File: config.mk
export PLATFORM = sky130hd
export DESIGN_NAME = rfc_flags
export DESIGN_NICKNAME = d
export VERILOG_FILES = /design/src/rfc_pkg.sv /design/src/rfc_flags.sv
export SDC_FILE = /design/constraint.sdc
export NUM_CORES = 1
export LEC_CHECK = 0
export BUFFER_PORTS_ARGS = -buffer_cell sky130_fd_sc_hd__buf_2
export CAP_MARGIN = 30
export CORE_MARGIN = 2
export CORE_UTILIZATION = 45
export CTS_CLUSTER_SIZE = 16
export DETAILED_ROUTE_END_ITERATION = 16
export PLACE_DENSITY = 0.6
export SYNTH_ARGS = -nofsm -noshare
export SYNTH_HDL_FRONTEND = slang
export SYNTH_SLANG_ARGS = --single-unit
File: constraint.sdc
create_clock -name core_clk -period 3.17 [get_ports core_clk]
set_clock_uncertainty 0.1 [all_clocks]
set_input_delay 0.634 -clock core_clk [delete_from_list [all_inputs] [get_ports core_clk]]
set_output_delay 0.634 -clock core_clk [all_outputs]
set_load 0.005 [all_outputs]
File: src/rfc_pkg.sv
// Package for the RTC flags and control block: bit positions, offsets,
// reset values and timing counts shared by the design.
// Assumes a single 25 MHz core clock.
`default_nettype none
package rfc_pkg;
	localparam int CLK_HZ = 25_000_000;
	// Oscillator start window at power-up, in ms
	localparam int OSC_START_MS = 5;
	localparam int OSC_START_CYC = (CLK_HZ / 1000) * OSC_START_MS;
	// Default update delay, in us
	localparam int UPD_DELAY_US = 350;
	localparam int UPD_DELAY_CYC = (CLK_HZ / 1_000_000) * UPD_DELAY_US;
	// Flags register byte offset within the RTC region
	localparam logic [3:0] FLAGS_OFS = 4'h0;
	localparam int BIT_READ_HOLD = 0;
	localparam int BIT_WRITE_FREEZE = 1;
	localparam int BIT_BACKUP_FAIL = 3;
	localparam int BIT_OSC_FAIL = 4;
	localparam int BIT_SUPPLY_FAIL = 5;
	localparam logic [7:0] FLAGS_RESET = 8'h00;
endpackage : rfc_pkg
`default_nettype wire

File: src/rfc_flags.sv
// RTC flags register with write-freeze and read-hold control.
// Assumes the host register port is synchronous to core_clk and that the
// analog supply and backup monitors arrive as synchronous levels.
`default_nettype none
module rfc_flags #(
	parameter int OSC_START_CYCLES = rfc_pkg::OSC_START_CYC,
	parameter int UPD_DELAY_CYCLES = rfc_pkg::UPD_DELAY_CYC
) (
	input wire logic core_clk,
	input wire logic rst_b,
	input wire logic reg_sel,
	input wire logic reg_wr,
	input wire logic [3:0] reg_addr,
	input wire logic [7:0] reg_wdata,
	output logic [7:0] reg_rdata,
	input wire logic supply_low,
	input wire logic backup_low,
	input wire logic osc_enable,
	input wire logic osc_running,
	input wire logic time_regs_written,
	input wire logic osc_fail_retained,
	output logic visible_update_en,
	output logic counter_load,
	output logic load_busy
);
	localparam int OW = $clog2(OSC_START_CYCLES + 1);
	localparam int UW = $clog2(UPD_DELAY_CYCLES + 1);

	logic flags_wr;
	logic [OW-1:0] osc_cnt_q;
	logic osc_chk_q;
	logic osc_fail_q;
	logic osc_timeout;
	logic osc_clr_pend_q;
	logic [UW-1:0] clr_cnt_q;
	logic backup_fail_q;
	logic bk_chk_q;
	logic write_freeze_q;
	logic read_hold_q;
	logic time_dirty_q;
	logic [UW-1:0] load_cnt_q;
	logic load_busy_q;
	logic counter_load_q;

	assign flags_wr = reg_sel & reg_wr & (reg_addr == rfc_pkg::FLAGS_OFS);
	// enabled oscillator still idle at the end of the window
	assign osc_timeout = osc_chk_q && !osc_running && osc_enable &&
		(osc_cnt_q == OW'(OSC_START_CYCLES - 1));

	always_ff @(posedge core_clk or negedge rst_b)
	begin
		if (!rst_b)
		begin
			osc_cnt_q <= '0;
			osc_chk_q <= 1'b1;
		end
		else if (osc_chk_q)
		begin
			if (osc_running || !osc_enable)
				osc_chk_q <= 1'b0;
			else if (osc_cnt_q == OW'(OSC_START_CYCLES - 1))
				osc_chk_q <= 1'b0;
			else
				osc_cnt_q <= osc_cnt_q + 1'b1;
		end
	end

	// Retained value reloads one cycle after reset release, never under reset
	logic boot_q;
	always_ff @(posedge core_clk or negedge rst_b)
	begin
		if (!rst_b)
			boot_q <= 1'b1;
		else
			boot_q <= 1'b0;
	end

	// osc flag only cleared by host
	always_ff @(posedge core_clk or negedge rst_b)
	begin
		if (!rst_b)
			osc_fail_q <= 1'b0;
		else if (boot_q && osc_fail_retained)
			osc_fail_q <= 1'b1;
		// timeout sets flag; set wins over a pending clear
		else if (osc_timeout)
			osc_fail_q <= 1'b1;
		// clear lands after the update delay
		else if (osc_clr_pend_q && clr_cnt_q == UW'(UPD_DELAY_CYCLES - 1))
			osc_fail_q <= 1'b0;
	end

	always_ff @(posedge core_clk or negedge rst_b)
	begin
		if (!rst_b)
		begin
			osc_clr_pend_q <= 1'b0;
			clr_cnt_q <= '0;
		end
		// A fresh timeout must not be wiped by an older pending clear
		else if (osc_timeout)
			osc_clr_pend_q <= 1'b0;
		else if (flags_wr && !reg_wdata[rfc_pkg::BIT_OSC_FAIL] && osc_fail_q)
		begin
			osc_clr_pend_q <= 1'b1;
			clr_cnt_q <= '0;
		end
		else if (osc_clr_pend_q)
		begin
			if (clr_cnt_q == UW'(UPD_DELAY_CYCLES - 1))
				osc_clr_pend_q <= 1'b0;
			else
				clr_cnt_q <= clr_cnt_q + 1'b1;
		end
	end

	always_ff @(posedge core_clk or negedge rst_b)
	begin
		if (!rst_b)
		begin
			backup_fail_q <= 1'b0;
			bk_chk_q <= 1'b1;
		end
		else if (bk_chk_q)
		begin
			bk_chk_q <= 1'b0;
			backup_fail_q <= backup_low;
		end
		else if (flags_wr && !reg_wdata[rfc_pkg::BIT_BACKUP_FAIL])
			backup_fail_q <= 1'b0;
	end

	// freeze and hold reset to zero
	always_ff @(posedge core_clk or negedge rst_b)
	begin
		if (!rst_b)
		begin
			write_freeze_q <= rfc_pkg::FLAGS_RESET[rfc_pkg::BIT_WRITE_FREEZE];
			read_hold_q <= rfc_pkg::FLAGS_RESET[rfc_pkg::BIT_READ_HOLD];
		end
		else if (flags_wr)
		begin
			write_freeze_q <= reg_wdata[rfc_pkg::BIT_WRITE_FREEZE];
			read_hold_q <= reg_wdata[rfc_pkg::BIT_READ_HOLD];
		end
	end

	// remember whether time changed while frozen
	always_ff @(posedge core_clk or negedge rst_b)
	begin
		if (!rst_b)
			time_dirty_q <= 1'b0;
		// writes outside freeze are not tracked
		else if (write_freeze_q && time_regs_written)
			time_dirty_q <= 1'b1;
		else if (counter_load_q)
			time_dirty_q <= 1'b0;
	end

	// load completes within the update delay
	always_ff @(posedge core_clk or negedge rst_b)
	begin
		if (!rst_b)
		begin
			counter_load_q <= 1'b0;
			load_busy_q <= 1'b0;
			load_cnt_q <= '0;
		end
		// freeze falling edge with a changed time starts the load
		else if (flags_wr && write_freeze_q &&
			!reg_wdata[rfc_pkg::BIT_WRITE_FREEZE] &&
			(time_dirty_q || time_regs_written))
		begin
			counter_load_q <= 1'b1;
			load_busy_q <= 1'b1;
			load_cnt_q <= '0;
		end
		else
		begin
			counter_load_q <= 1'b0;
			if (load_busy_q)
			begin
				if (load_cnt_q == UW'(UPD_DELAY_CYCLES - 1))
					load_busy_q <= 1'b0;
				else
					load_cnt_q <= load_cnt_q + 1'b1;
			end
		end
	end

	assign counter_load = counter_load_q;
	assign load_busy = load_busy_q;
	// visible time frozen by either bit or pending load
	assign visible_update_en = !write_freeze_q && !read_hold_q && !load_busy_q;

	always_ff @(posedge core_clk or negedge rst_b)
	begin
		if (!rst_b)
			reg_rdata <= 8'h00;
		else if (reg_sel && (reg_addr == rfc_pkg::FLAGS_OFS))
		begin
			reg_rdata <= 8'h00;
			reg_rdata[rfc_pkg::BIT_SUPPLY_FAIL] <= supply_low;
			reg_rdata[rfc_pkg::BIT_OSC_FAIL] <= osc_fail_q;
			reg_rdata[rfc_pkg::BIT_BACKUP_FAIL] <= backup_fail_q;
			reg_rdata[rfc_pkg::BIT_WRITE_FREEZE] <= write_freeze_q;
			reg_rdata[rfc_pkg::BIT_READ_HOLD] <= read_hold_q;
		end
		else
			reg_rdata <= 8'h00;
	end
endmodule : rfc_flags
`default_nettype wire

==> results.py <==
metrics = {
    "finish": {
        "antenna-diode-count": 0,
        "area_delta_synth_final_pct": 14.2,
        "mostFrequentLayoutCells": "58 x dfrtp_1, 25 x buf_2, 22 x nor2_1",
        "final_nets": 346,
        "filler_cell_count": 587,
        "fin_area_um2": 3400,
        "drive_above_1_share_pct": 18.5,
        "multi_input_area_um2": 1390,
        "final_common_cell": "dfrtp_1",
        "regArea_um2": 1500,
    },
    "timing": {
        "finalSetupTns_ns": 0,
        "max_freq_mhz": 491,
        "rsz0062_at_grt": "no",
        "min_period_ns": 2.04,
        "hold_viol": 0,
        "setup_violations": 0,
        "finalMaxSlewViolations": 0,
        "min_period_over_period_pct": 64.3,
    },
    "global_route": {
        "grt_use_total_pct": 16.1,
        "grt_pass1_wl_um": 9420,
        "antenna_found_initial": 0,
        "grt_max_degree": 24,
        "gr-total-overflow": 0,
        "grt_pass1_vias": 2048,
    },
    "placed_design": {
        "routabilityCongestion": 0.788,
        "placed_cell_area_um2": 3180,
        "portBuffers": 25,
        "dp_hpwl_um": 3760,
    },
    "floorplanning": {
        "ioPinCount": 33,
        "die_area_um2": 7280,
        "rows": 29,
        "initial_core_util_pct": 46.6,
        "die_w_um": 85.3,
        "core_um2": 6390,
        "fp.dieH_um": 85.3,
    },
    "routing": {
        "ant_nets": 0,
        "first_pass_iters": 4,
        "drt_iter0_markers": 95,
        "wl_per_cell_um": 13.2,
        "drt-total-wl_um": 5280,
        "post-route-drc-count": 0,
        "via_per_inst": 5.43,
        "vias": 2177,
    },
    "setup_path": {
        "worstPathRequired_ns": 3.31,
        "r2r_start": "clr_cnt_q[4]$_DFFE_PN0P_",
        "critPathLaunchType": "register",
        "crit_buf_inv": 0,
        "crit_slowest_cell": "or4b_4",
        "crit_path_end_kind": "register",
        "path_delay_family": "simple AND/OR/NAND/NOR gates",
        "crit_fanout": 7,
        "reg2reg_depth": 5,
        "cp_data_arrival_time_ns": 2.18,
        "r2r-end": "clr_cnt_q[0]$_DFFE_PN0P_",
        "critPathKind": "register to register",
        "critical_path.max_stage_delay_ns": 0.55,
        "crit_chain": "or4b_4, nor4_4, a31oi_1, o21a_1, mux2i_1",
        "setup.worst_path.start": "clr_cnt_q[4]$_DFFE_PN0P_",
        "reg2reg_slack_ns": 1.13,
    },
    "pwr": {
        "power_switching_uw": 557,
        "power_frac_clock_pct": 36.7,
        "pwr-share-comb_pct": 12.9,
        "power_density_nw_per_um2": 597,
        "seqPwrFrac_pct": 50.4,
        "intPower_mw": 1.47,
        "power_mw": 2.03,
        "ir_drop_mv": 0.407,
        "leakage_nw": 1.54,
        "swShare_pct": 27.5,
    },
    "logic_synthesis": {
        "netlist_instances": 287,
        "yosys_warnings": 0,
        "synth_ff_type": "dfrtp_1",
        "synth_area_um2": 2970,
        "synth_edf_count": 0,
        "avgSynthCellArea_um2": 10.4,
        "synth.ff_latch_count": 60,
        "async_reset_ff_share_pct": 100,
        "yosysSeqAreaShare_pct": 50.6,
        "yosysUniqueCellTypes": 51,
    },
    "flow_run": {
        "cap_viol_max_count": 0,
    },
    "clock_network": {
        "clk_path_buf_depth": 2,
        "ctsHoldBuffers": 0,
        "cts_tree": "done",
        "clock_latency_ns": 0.32,
        "clockRootBuffer": "clkbuf_8",
        "clock_sinks": 60,
        "post_cts_buffers": 0,
        "cts_resized": 0,
        "cts_buffers": 9,
        "clkTransAtPathRegs_ns": 0.07,
        "htree_levels": 3,
    },
    "status": {
        "status": "finished, final reports clean",
    },
    "min_path": {
        "hp-class": "input port to asynchronous set/reset pin",
    },
}
[synth_stat cells, drive strengths merged, types with 7 or more instances]
cell	n	area share (%)
inv	9	1.1
nand3	22	3.9
dfrtp	58	49
and2	13	2.7
xor2	16	4.7
xnor2	13	3.8
o21ai	15	2.5
nand4	13	2.7
o31ai	7	1.8
nor2	22	2.8
nand2	16	2.0
buf	7	1.4
a21oi	8	1.3
and3	8	1.7
[final cells by class]
cell class,instances,area share (%)
Sequential cell,60,44.3
Inverter,9,0.994
Clock inverter,5,2.21
Tap cell,77,2.84
Multi-Input combinational cell,210,41.0
Timing Repair Buffer,29,4.57
Clock buffer,11,4.16
[cell families (layout without fill, tap and decap cells)]
family	Yosys count	after routing	synth area share, %
flip-flops	60	60	50.6
buffers and inverters	20	54	3.03
AND/OR/NAND/NOR	126	126	25.6
AO/OA/AOI/OAI	42	42	8.54
multiplexers	4	4	1.47
XOR/XNOR	29	29	8.54
adder cells (fa/ha/maj)	5	5	2.10
other	1	4	0.126
[sequential cells by signal, indices dropped and copies added, names as in the netlist]
signal,cells
osc_cnt_q,17
clr_cnt_q,14
load_cnt_q,14
reg_rdata,5
backup_fail_q,1
bk_chk_q,1
counter_load,1
load_busy,1
osc_chk_q,1
osc_clr_pend_q,1
osc_fail_q,1
read_hold_q,1
time_dirty_q,1
write_freeze_q,1
[metal layers]
metal  GRT usage [%]  share of wire, %  vias to the layer above
met5               0                 0                        -
met4            7.36               1.5                        0
met3            3.60               3.9                        9
met2            24.2                45                       40
met1            22.2                49                     1045
li1                -                 -                     1083
[power by group through the flow]
stage          logic (mW)  registers (mW)  clock network (mW)
2_1_floorplan       0.206           0.997                   0
3_3_place_gp        0.257            1.03                   0
3_5_place_dp        0.266            1.03                   0
4_1_cts             0.268            1.02               0.766
5_1_grt             0.312            1.04               0.804
6_report            0.261            1.02               0.745
[worst max-delay path by stage]
stage / to / slack [ns] / cells past startpoint
2_1_floorplan: load_cnt_q[0]$_DFFE_PN0P_ / 1.01 / 6
3_3_place_gp: load_cnt_q[1]$_DFFE_PN0P_ / 0.80 / 7
3_5_place_dp: load_cnt_q[1]$_DFFE_PN0P_ / 0.80 / 7
4_1_cts: clr_cnt_q[0]$_DFFE_PN0P_ / 1.12 / 5
5_1_grt: load_cnt_q[4]$_DFFE_PN0P_ / 0.96 / 7
6_report: clr_cnt_q[0]$_DFFE_PN0P_ / 1.13 / 5
[through the flow]
step                hold slack, ns  setup WS [ns]  utilization (%)  cells
floorplan                    0.238           1.01                -    290
global placement             0.342          0.799             49.8    385
detailed placement           0.358          0.795             49.8    385
CTS                          0.172           1.12             53.2    401
global route                 0.184          0.955             53.2    401
finish                       0.155           1.13             53.2    401
Power figures use the tool's default switching activity.
